## src/logic/ssd_pkg.sv

```systemverilog
// Purpose: constants for the serial shadow data port
// Assumes: apb slave, 32-bit data, one word per register
// Notes: shadow window of sixteen aliased words
package ssd_pkg;
    localparam logic [31:0] SHADOW_BASE = 32'h5000_1140;
    localparam logic [31:0] SHADOW_11 = 32'h5000_115c;
    localparam logic [31:0] SHADOW_12 = 32'h5000_1160;
    localparam int SHADOW_COUNT = 16;
    localparam logic [31:0] CTRL_ADDR = 32'h5000_1180;
    localparam logic [31:0] STAT_ADDR = 32'h5000_1184;
    localparam int CTRL_FIFO_EN_BIT = 0;
    localparam int CTRL_IR_MODE_BIT = 1;
    localparam int CTRL_CLR_OVR_BIT = 2;
    localparam int STAT_DR_BIT = 0;
    localparam int STAT_OVR_BIT = 1;
    localparam int STAT_TX_HOLDING_EMPTY_FLAG_BIT = 5;
    localparam logic [7:0] DATA_RESET = 8'h00;
    localparam logic [1:0] CTRL_RESET = 2'h0;
    localparam int FIFO_DEPTH_DEF = 16;
endpackage

```

## src/logic/ssd_fifo.sv

```systemverilog
// Purpose: byte fifo with valid and ready on both sides
// Assumes: single clock, synchronous reset
// Notes: depth is a parameter; flush empties it in one cycle
`timescale 1ns/1ps
module ssd_fifo #(
    parameter int WIDTH = 8,
    parameter int DEPTH = 16
) (
    input wire logic clk_sys,
    input wire logic rst,
    input wire logic flush,
    input wire logic inValid,
    output logic inReady,
    input wire logic [WIDTH-1:0] inData,
    output logic outValid,
    input wire logic outReady,
    output logic [WIDTH-1:0] outData
);
    localparam int AW = $clog2(DEPTH);
    logic [WIDTH-1:0] mem_ff [DEPTH];
    logic [AW-1:0] rdPtr_ff, nxt_rdPtr;
    logic [AW-1:0] wrPtr_ff, nxt_wrPtr;
    logic [AW:0] count_ff, nxt_count;
    logic push, pop;

    assign inReady = (count_ff != (AW+1)'(DEPTH));
    assign outValid = (count_ff != '0);
    assign outData = mem_ff[rdPtr_ff];
    assign push = inValid && inReady;
    assign pop = outValid && outReady;

    function automatic logic [AW-1:0] incPtr(input logic [AW-1:0] p);
        incPtr = (p == AW'(DEPTH-1)) ? '0 : p + 1'b1;
    endfunction

    always_comb begin
        nxt_rdPtr = pop ? incPtr(rdPtr_ff) : rdPtr_ff;
        nxt_wrPtr = push ? incPtr(wrPtr_ff) : wrPtr_ff;
        nxt_count = count_ff + (AW+1)'(push) - (AW+1)'(pop);
        if (flush) begin
            nxt_rdPtr = '0;
            nxt_wrPtr = '0;
            nxt_count = '0;
        end
    end

    always_ff @(posedge clk_sys) begin
        if (rst) begin
            rdPtr_ff <= '0;
            wrPtr_ff <= '0;
            count_ff <= '0;
        end else begin
            rdPtr_ff <= nxt_rdPtr;
            wrPtr_ff <= nxt_wrPtr;
            count_ff <= nxt_count;
        end
    end

    always_ff @(posedge clk_sys) begin
        if (push && !flush) begin
            mem_ff[wrPtr_ff] <= inData;
        end
    end
endmodule // ssd_fifo

```

## src/logic/ssd_shadow_port.sv

```systemverilog
// Purpose: apb shadow data window onto a serial port receive and transmit path
// Assumes: framer delivers rxByte with rxStrobe, takes bytes by txValid/txReady
// Notes: control and status words sit just above the shadow window
`timescale 1ns/1ps
module ssd_shadow_port #(
    parameter int FIFO_DEPTH = ssd_pkg::FIFO_DEPTH_DEF
) (
    input wire logic clk_sys,
    input wire logic rst,
    input wire logic psel,
    input wire logic penable,
    input wire logic pwrite,
    input wire logic [31:0] paddr,
    input wire logic [31:0] pwdata,
    output logic [31:0] prdata,
    output logic pready,
    output logic pslverr,
    input wire logic [7:0] rxByte,
    input wire logic rxStrobe,
    output logic [7:0] txByte,
    output logic txValid,
    input wire logic txReady,
    output logic irMode,
    output logic fifoEnable,
    output logic receiveDataReady,
    output logic txHoldingEmptyFlag,
    output logic overrunError
);
    logic setup, access, hitShadow, hitCtrl, hitStat, mapped;
    logic shadowRd, shadowWr, ctrlWr;
    logic [1:0] ctrl_ff, nxt_ctrl;
    logic fifoOn;
    logic [7:0] rxHold_ff, nxt_rxHold;
    logic rxFull_ff, nxt_rxFull;
    logic [7:0] txHold_ff, nxt_txHold;
    logic txFull_ff, nxt_txFull;
    logic ovr_ff, nxt_ovr;
    logic [31:0] rdata_ff, nxt_rdata;
    logic ack_ff, nxt_ack;
    logic [31:0] stat;
    logic rxfInReady, rxfOutValid, txfInReady, txfOutValid, flushAll;
    logic [7:0] rxfOut, txfOut;

    // word-aligned decode shared by the shadow test and the bus answer
    function automatic logic isShadow(input logic [31:0] a);
        logic [31:0] off;
        off = a - ssd_pkg::SHADOW_BASE;
        isShadow = (a >= ssd_pkg::SHADOW_BASE) && (off[1:0] == 2'b00)
                   && (off < 32'(4 * ssd_pkg::SHADOW_COUNT));
    endfunction

    // one wait state: setup, access, ack at second access edge keeps data registered
    assign setup = psel && !penable;
    assign access = psel && penable && !ack_ff;
    assign hitShadow = isShadow(paddr);
    assign hitCtrl = (paddr == ssd_pkg::CTRL_ADDR);
    assign hitStat = (paddr == ssd_pkg::STAT_ADDR);
    assign mapped = hitShadow || hitCtrl || hitStat;
    assign shadowRd = access && !pwrite && hitShadow;
    assign shadowWr = access && pwrite && hitShadow;
    assign ctrlWr = access && pwrite && hitCtrl;
    assign fifoOn = ctrl_ff[ssd_pkg::CTRL_FIFO_EN_BIT];
    assign flushAll = ctrlWr && (pwdata[ssd_pkg::CTRL_FIFO_EN_BIT] != fifoOn);

    assign pready = ack_ff;
    assign pslverr = 1'b0;
    assign prdata = rdata_ff;
    assign fifoEnable = fifoOn;
    assign irMode = ctrl_ff[ssd_pkg::CTRL_IR_MODE_BIT];
    assign overrunError = ovr_ff;
    assign receiveDataReady = fifoOn ? rxfOutValid : rxFull_ff;
    // flag clears as soon as the holding slot or fifo holds anything
    assign txHoldingEmptyFlag = fifoOn ? !txfOutValid : !txFull_ff;
    assign txByte = fifoOn ? txfOut : txHold_ff;
    // serial or infrared framing downstream picks the pin from irMode
    assign txValid = fifoOn ? txfOutValid : txFull_ff;

    ssd_fifo #(.WIDTH(8), .DEPTH(FIFO_DEPTH)) u_rxFifo (
        .clk_sys(clk_sys),
        .rst(rst),
        .flush(flushAll),
        .inValid(rxStrobe && fifoOn),
        .inReady(rxfInReady),
        .inData(rxByte),
        .outValid(rxfOutValid),
        .outReady(shadowRd && fifoOn),
        .outData(rxfOut)
    );

    ssd_fifo #(.WIDTH(8), .DEPTH(FIFO_DEPTH)) u_txFifo (
        .clk_sys(clk_sys),
        .rst(rst),
        .flush(flushAll),
        .inValid(shadowWr && fifoOn), // full fifo refuses the push
        .inReady(txfInReady),
        .inData(pwdata[7:0]),
        .outValid(txfOutValid),
        .outReady(txReady && fifoOn),
        .outData(txfOut)
    );

    always_comb begin
        stat = '0;
        stat[ssd_pkg::STAT_DR_BIT] = receiveDataReady;
        stat[ssd_pkg::STAT_OVR_BIT] = ovr_ff;
        stat[ssd_pkg::STAT_TX_HOLDING_EMPTY_FLAG_BIT] = txHoldingEmptyFlag;
    end

    always_comb begin
        nxt_ctrl = ctrl_ff;
        if (ctrlWr) begin
            nxt_ctrl[ssd_pkg::CTRL_FIFO_EN_BIT] = pwdata[ssd_pkg::CTRL_FIFO_EN_BIT];
            nxt_ctrl[ssd_pkg::CTRL_IR_MODE_BIT] = pwdata[ssd_pkg::CTRL_IR_MODE_BIT];
        end
    end

    // receive holding byte with fifo off; read empties it, new byte overwrites
    always_comb begin
        nxt_rxHold = rxHold_ff;
        nxt_rxFull = rxFull_ff;
        if (shadowRd && !fifoOn) begin
            nxt_rxFull = 1'b0;
        end
        if (rxStrobe && !fifoOn) begin
            nxt_rxHold = rxByte;
            nxt_rxFull = 1'b1;
        end
        if (flushAll) begin
            nxt_rxFull = 1'b0;
        end
    end

    // transmit holding byte with fifo off; a pending byte is overwritten
    always_comb begin
        nxt_txHold = txHold_ff;
        nxt_txFull = txFull_ff;
        if (txReady && !fifoOn) begin
            nxt_txFull = 1'b0;
        end
        if (shadowWr && !fifoOn) begin
            nxt_txHold = pwdata[7:0];
            nxt_txFull = 1'b1;
        end
        if (flushAll) begin
            nxt_txFull = 1'b0;
        end
    end

    // overrun is sticky; set beats the software clear in the same cycle
    always_comb begin
        nxt_ovr = ovr_ff;
        if (ctrlWr && pwdata[ssd_pkg::CTRL_CLR_OVR_BIT]) begin
            nxt_ovr = 1'b0;
        end
        if (rxStrobe && !fifoOn && rxFull_ff && !(shadowRd)) begin
            nxt_ovr = 1'b1;
        end
        if (rxStrobe && fifoOn && !rxfInReady) begin
            nxt_ovr = 1'b1;
        end
    end

    always_comb begin
        nxt_ack = access;
        nxt_rdata = rdata_ff;
        if (setup) begin
            nxt_rdata = '0;
        end
        if (access && !pwrite) begin
            nxt_rdata = '0;
            if (hitShadow) begin
                nxt_rdata[7:0] = fifoOn ? rxfOut : rxHold_ff;
            end else if (hitCtrl) begin
                nxt_rdata[1:0] = ctrl_ff;
            end else if (hitStat) begin
                nxt_rdata = stat;
            end else if (!mapped) begin
                nxt_rdata = '0;
            end
        end
    end

    always_ff @(posedge clk_sys) begin
        if (rst) begin
            ctrl_ff <= ssd_pkg::CTRL_RESET;
            rxHold_ff <= ssd_pkg::DATA_RESET;
            rxFull_ff <= 1'b0;
            txHold_ff <= ssd_pkg::DATA_RESET;
            txFull_ff <= 1'b0;
            ovr_ff <= 1'b0;
            rdata_ff <= '0;
            ack_ff <= 1'b0;
        end else begin
            ctrl_ff <= nxt_ctrl;
            rxHold_ff <= nxt_rxHold;
            rxFull_ff <= nxt_rxFull;
            txHold_ff <= nxt_txHold;
            txFull_ff <= nxt_txFull;
            ovr_ff <= nxt_ovr;
            rdata_ff <= nxt_rdata;
            ack_ff <= nxt_ack;
        end
    end
endmodule // ssd_shadow_port

```

## config.mk

```make
export PLATFORM = sky130hd
export DESIGN_NAME = ssd_shadow_port
export DESIGN_NICKNAME = d
export VERILOG_FILES = /design/src/logic/ssd_pkg.sv /design/src/logic/ssd_fifo.sv /design/src/logic/ssd_shadow_port.sv
export SDC_FILE = /design/constraint.sdc
export NUM_CORES = 1
export LEC_CHECK = 0
export BUFFER_PORTS_ARGS = -buffer_cell sky130_fd_sc_hd__buf_2
export CAP_MARGIN = 10
export CORE_MARGIN = 10
export CORE_UTILIZATION = 36
export DETAILED_ROUTE_END_ITERATION = 8
export SYNTH_ARGS = -nofsm -noshare
export SYNTH_HDL_FRONTEND = slang
export SYNTH_SLANG_ARGS = --single-unit
```

## constraint.sdc

```tcl
create_clock -name clk_sys -period 10.67 [get_ports clk_sys]
set_input_delay 2.134 -clock clk_sys [delete_from_list [all_inputs] [get_ports clk_sys]]
set_output_delay 2.134 -clock clk_sys [all_outputs]
set_load 0.005 [all_outputs]
```

### After elaboration in Yosys (flattened, before gate mapping)

Memory sizes are Yosys's and may differ from the RTL's. A register that Yosys moved wholly into a read port is not among the register bits.
Cells that the tools add are included.

| cells by class | value |
|---|---|
| muxes and demuxes | 31 |
| magnitude comparators | 2 |
| eq/ne operators | 9 |
| reduce and logical (&&, ||, !) cells | 46 |
| $add $sub $neg | 9 |

Operators with widths:

| cell | count |
|---|---|
| $eq 32x31->1 const B | 2 |
| $mux 32 | 2 |
| $mux 4 | 9 |
| $ge 32x31->1 const B | 1 |
| $lt 32x7->1 const B | 1 |
| $sub 32x31->32 const B | 1 |
| $logic_and 1x1->1 | 29 |
| $mux 24 | 1 |
| $mux 8 | 3 |
| $add 4x1->4 const B | 4 |
| $eq 4x4->1 const B | 4 |
| $mux 1 | 14 |
| $add 5x1->5 | 2 |
| $ne 5x5->1 const B | 2 |
| $reduce_bool 5->1 | 2 |
| $sub 5x1->5 | 2 |
| $logic_not 1->1 | 9 |
| $mux 6 | 1 |
| $reduce_bool 2->1 | 3 |
| $reduce_bool 3->1 | 1 |
| $logic_not 2->1 | 1 |
| $mux 2 | 1 |
| $reduce_or 2->1 | 1 |
| $ne 1x1->1 | 1 |

| word-level totals | value |
|---|---|
| input port bits | 79 |
| output and inout bits | 48 |
| memories kept | 2 |
| flip-flop bits (word level) | 80 |
| RAM bits | 256 |
| logic and storage cells | 113 |

Memories:

| name | depth | bits a word | rd ports | clocked after memory_dff | wr ports | line | source |
|---|---|---|---|---|---|---|---|
| u_rxFifo.mem_ff | 16 | 8 | 1 | 1 | 1 | ssd_fifo.sv:20 | `logic [WIDTH-1:0] mem_ff [DEPTH];` |
| u_txFifo.mem_ff | 16 | 8 | 1 | 1 | 1 | ssd_fifo.sv:20 |  |

### Depth between registers and ports, before layout

| logic depth | value |
|---|---|
| depth in word-level cells | 10 |
| mapped depth | 17 |
| mapped depth without buffers | 16 |

### Modules after synthesis

A second synthesis with hierarchy kept.

| second synthesis, totals | value |
|---|---|
| cells, all modules | 851 |
| area, all modules | 13629.3 um^2 |

Modules (own cells, without submodules):

| module | sequential area each (um^2) | cells an instance | area an instance (um^2) | times used |
|---|---|---|---|---|
| ssd_fifo | 4184.0 | 310 | 5855.6 | 2 |
| ssd_shadow_port | 600.6 | 231 | 1918.1 | 1 |

### Worst setup path before layout

No wires, ideal clock.

| timing | value |
|---|---|
| path kind | input to register |
| start point | input paddr[11] |
| end point | register u_rxFifo.count_ff[4] |
| data required time | 10.548 ns |
| stages | 16 |
| buffers on the path | 1 |
| arrival | 5.114 ns |
| slack | 5.434 ns |
| library setup time | 0.122 ns |
| path through | or3_4 -> o21a_4 -> a2111oi_4 -> o2111a_1 -> clkbuf_1 -> and3_1 -> ha_1 -> inv_1 -> ha_1 -> inv_1 -> fa_1 -> inv_1 -> a21oi_1 -> nor2_1 -> or3_1 -> a21oi_1 |

| on the way | value |
|---|---|
| cells in the longest elaborated chain, start to end | 7 |
| elaborated cells on any way between the ends | 13 |
| classes of those cells | add/sub: 2; order compare: 2; eq/ne: 1; reduce/logical: 8 |

Ends and longest elaborated chain:

| item | line | source |
|---|---|---|
| start, declared | ssd_shadow_port.sv:13 | `input wire logic [31:0] paddr,` |
| $sub 32x31->32 or $ge 32x31->1 (tied branches) | ssd_shadow_port.sv:47, ssd_shadow_port.sv:48 |  |
| $lt 32x7->1 or $logic_and 1x1->1 (tied branches) | ssd_shadow_port.sv:49, ssd_shadow_port.sv:48 |  |
| $logic_and 1x1->1 | ssd_shadow_port.sv:49 | `&& (off < 32'(4 * ssd_pkg::SHADOW_COUNT));` |
| $logic_and 1x1->1 | ssd_shadow_port.sv:59 | `assign shadowRd = access && !pwrite && hitShadow;` |
| $logic_and 1x1->1 | ssd_shadow_port.sv:86 | `.outReady(shadowRd && fifoOn),` |
| $logic_and 1x1->1 | ssd_fifo.sv:30 | `assign pop = outValid && outReady;` |
| $sub 5x1->5 | ssd_fifo.sv:39 | `nxt_count = count_ff + (AW+1)'(push) - (AW+1)'(pop);` |
| end signal, assigned | ssd_fifo.sv:55 | `count_ff <= nxt_count;` |
| end, declared | ssd_fifo.sv:23 | `logic [AW:0] count_ff, nxt_count;` |

Several ways; a longest one is shown, not always the timed one.
A chain may end at the register's enable or synchronous reset.

### Worst setup path in the final report

| timing | value |
|---|---|
| start point | input paddr[24] |
| end point | memory u_txFifo.mem_ff[3][6] (enable) |

| on the way | value |
|---|---|
| cells in the longest elaborated chain, start to end | 9 |
| elaborated cells on any way between the ends | 15 |
| classes of those cells | add/sub: 1; order compare: 2; eq/ne: 1; mux: 2; reduce/logical: 9 |

Ends and longest elaborated chain:

| item | line | source |
|---|---|---|
| $sub 32x31->32 or $ge 32x31->1 (tied branches) | ssd_shadow_port.sv:47, ssd_shadow_port.sv:48 |  |
| $lt 32x7->1 or $logic_and 1x1->1 (tied branches) | ssd_shadow_port.sv:49, ssd_shadow_port.sv:48 |  |
| $logic_and 1x1->1 | ssd_shadow_port.sv:49 |  |
| $logic_and 1x1->1 | ssd_shadow_port.sv:60 | `assign shadowWr = access && pwrite && hitShadow;` |
| $logic_and 1x1->1 | ssd_shadow_port.sv:94 | `.inValid(shadowWr && fifoOn),` |
| $logic_and 1x1->1 | ssd_fifo.sv:29 | `assign push = inValid && inReady;` |
| $logic_and 1x1->1 (*) | ssd_fifo.sv:60 | `if (push && !flush) begin` |
| $mux 1 (*) | ssd_fifo.sv:60 |  |
| $mux 1 (not written as such) (*) | ssd_fifo.sv:61 | `mem_ff[wrPtr_ff] <= inData;` |
| end, declared | ssd_fifo.sv:20 |  |

Every way passes the cells marked *; elsewhere a longest branch is shown, timed or not.

==> metrics.cfg <==
[global_routing]
grt_max_degree=33
overflow=0
grtUsageTotal_pct=12.4
grt_pass1_wl_mm=45.2
antenna_found_initial=7
grt_pass1_vias=7441

[synth]
ys_top_cells_by_area=edfxtp_1, mux4_2, dfxtp_1
synth_edf_count=256
synth_largest_area_cell=edfxtp_1
postSynthCellCount=851
async_flop_share_pct=0
yosys_warnings=0
synth_commonest_cells=edfxtp_1, mux4_2, dfxtp_1, a21oi_1, nor2_1
avgSynthCellArea_um2=16.0
syn-cell-area_mm2=0.0136
synth_top_area_share_pct=56.5
ys_seq_area_share_pct=65.9
ys_ff_latch=320
ys_types=65
synth_most_common_cell=edfxtp_1
synth_top_flop_cell=edfxtp_1

[timing]
setup_violations=0
setup_tns_ns=0
post-route-period-util_pct=50.0
slew_viol_final=0
hold_viol=0
fin_worst_skew_ns=0.0175
relSlewSlack_pct=32.1
max_freq_ghz=0.187
rsz0062_at_grt=no
hold_slack_ns=0.451
layout_min_cycle_time_ns=5.34
tightest_slew_ns=1.02

[final_layout]
area_delta_synth_final_pct=14.1
final_nets=1040
final_cell_area_mm2=0.0155
nFillCells=3447
drive_gt1_share_pct=24.7
fin_util_pct=41.4

[clock_network]
numCtsBuffers=34
h-tree-depth=2
cts_buffer_depth=3
clkSinkCount=320
cts-resized-gates=0
clk_latency_ns=0.51
cts_tree=built
hold_buffers=0
clk_pin_slew_worst_paths_ns=0.06
cts_root_buf=clkbuf_16
post_cts_buffers=0

[routing]
vias=7366
vias_per_cell=5.00
wl_per_cell_um=20.0
routed_wl_mm=29.4
drtIter0Drc=432
ant_nets=0
first_pass_iters=4
drc=0

[pwr]
switching_share_pct=20.3
totalPowerFinal_w=0.00252
p_seq_share_pct=53.4
power_leakage_nw=5.06
irDropWorstVdd_mv=0.140
clockPowerShare_pct=44.4
power_frac_comb_pct=2.2
p_per_area_mw_per_mm2=163
p_int_w=0.00201
power_switching_w=0.000512

[die]
start_util_pct=36.3
rows=71
dieWidth_um=214
die-height_um=214
die_area_mm2=0.0460
ios=127
coreArea_mm2=0.0375

[setup_path]
crit_required_ns=10.79
path_buf_inv=2
crit_family=simple AND/OR/NAND/NOR gates
crit_path_top_delay_cell=nor4b_2
critPathLaunchType=input pin
crit_type=input pin to flop
cp-end-kind=flop
crit_path_max_incr_delay_ns=0.94
worstPathArrival_ns=5.45
critPathMaxFanout=29
cp_cell_sequence=buf_2, nor4_1, nand4b_1, o31ai_2, o2111ai_2, buf_4, nor2_1, nor4b_2

[place]
placed_area_mm2=0.0145
portBuffers=77
gp_congestion=0.757
dp_hpwl_mm=20.4

[hold_path]
hold_path.class=flop to flop

[flow_run]
max_cap_violations=0

[outcome]
outcome=complete, no violations

[power groups by stage]
| stage | combinational, W | clock, W | sequential [W] |
|---|---|---|---|
| global route | 0.0000627 | 0.00120 | 0.00135 |
| finish | 0.0000563 | 0.00112 | 0.00135 |
| floorplan | 0.0000282 | 0 | 0.00138 |
| global placement | 0.0000545 | 0 | 0.00138 |
| detailed placement | 0.0000560 | 0 | 0.00138 |
| CTS | 0.0000561 | 0.00115 | 0.00135 |
[metal layers]
metal | wire (um) | global-route usage, %
met1 | 12900 | 15.6
met2 | 14800 | 21.2
met3 | 1200 | 2.82
met4 | 506 | 3.47
met5 | 45 | 0
[kinds of logic (layout without fill, tap and decap cells)]
logic type / after synthesis / after routing / synth area share (%)
DFF: 320 / 320 / 65.9
muxes: 104 / 104 / 14.9
and+or+nand+nor: 184 / 184 / 7.28
AOI/OAI and AO/OA: 115 / 115 / 5.47
other: 1 / 27 / 0.0276
adders and majority gates: 24 / 24 / 2.32
xor gates and xnor gates: 10 / 10 / 0.644
buffers and inverters: 93 / 179 / 3.40
[area by class of cell]
type                            count  area, um^2  share of cell area [%]
Antenna cell                        2        5.00                  0.0322
Clock buffer                       41         898                    5.79
Clock inverter                     19         150                   0.967
Inverter                           28         105                   0.677
Multi-Input combinational cell    462        4270                    27.5
Sequential cell                   320        8970                    57.8
Tap cell                          511         639                    4.12
Timing Repair Buffer               91         490                    3.16
[flip-flops by register name (all words and copies together), names as in the netlist, 5 cells and up, named ones only]
register,cells
prdata,8
rxHold_ff,8
txHold_ff,8
u_rxFifo.count_ff,5
u_rxFifo.mem_ff,128
u_txFifo.count_ff,5
u_txFifo.mem_ff,128
[per-stage QoR]
stage | std cells | worst slack (ns)
CTS | 1472 | 5.35
global route | 1474 | 5.01
global placement | 1412 | 4.82
detailed placement | 1412 | 4.83
finish | 1474 | 5.33
floorplan | 875 | 5.43
[cells in the final DEF, fill, tap and decap left out, types with 7 or more instances in the layout]
master / count
dfxtp_1: 62
mux2i_1: 16
buf_2: 77
and3_1: 15
clkbuf_16: 35
conb_1: 25
nand2_1: 41
ha_1: 22
nor3_1: 7
mux4_2: 78
o21ai_1: 9
buf_4: 14
clkinv_1: 8
mux2_2: 10
inv_1: 28
nor2_1: 44
or4_1: 10
o21ai_0: 9
a21oi_1: 52
nand3_1: 15
edfxtp_1: 256
[path summary, 6_finish.rpt]
| kind | startpoint | to | slack [ns] | cells after the start |
|---|---|---|---|---|
| setup reg to reg | ctrl_ff[0] | u_txFifo.mem_ff[3][6] | 6.91 | 7 |
| setup / recovery | paddr[24] | u_txFifo.mem_ff[3][6] | 5.33 | 8 |
| hold reg to reg | prdata[3] | prdata[3] | 0.45 | 2 |
| hold / removal | prdata[3] | prdata[3] | 0.45 | 2 |
[worst reg2reg max path: stages, from the launching register on]
cell	delay, ns
dfxtp_1	0.31
buf_4	0.38
inv_1	0.26
a41oi_1	0.37
and2_1	0.20
o211ai_1	0.25
nor2_1	0.66
nor4b_2	0.94
Note: power is estimated with default switching activity, not from simulation.
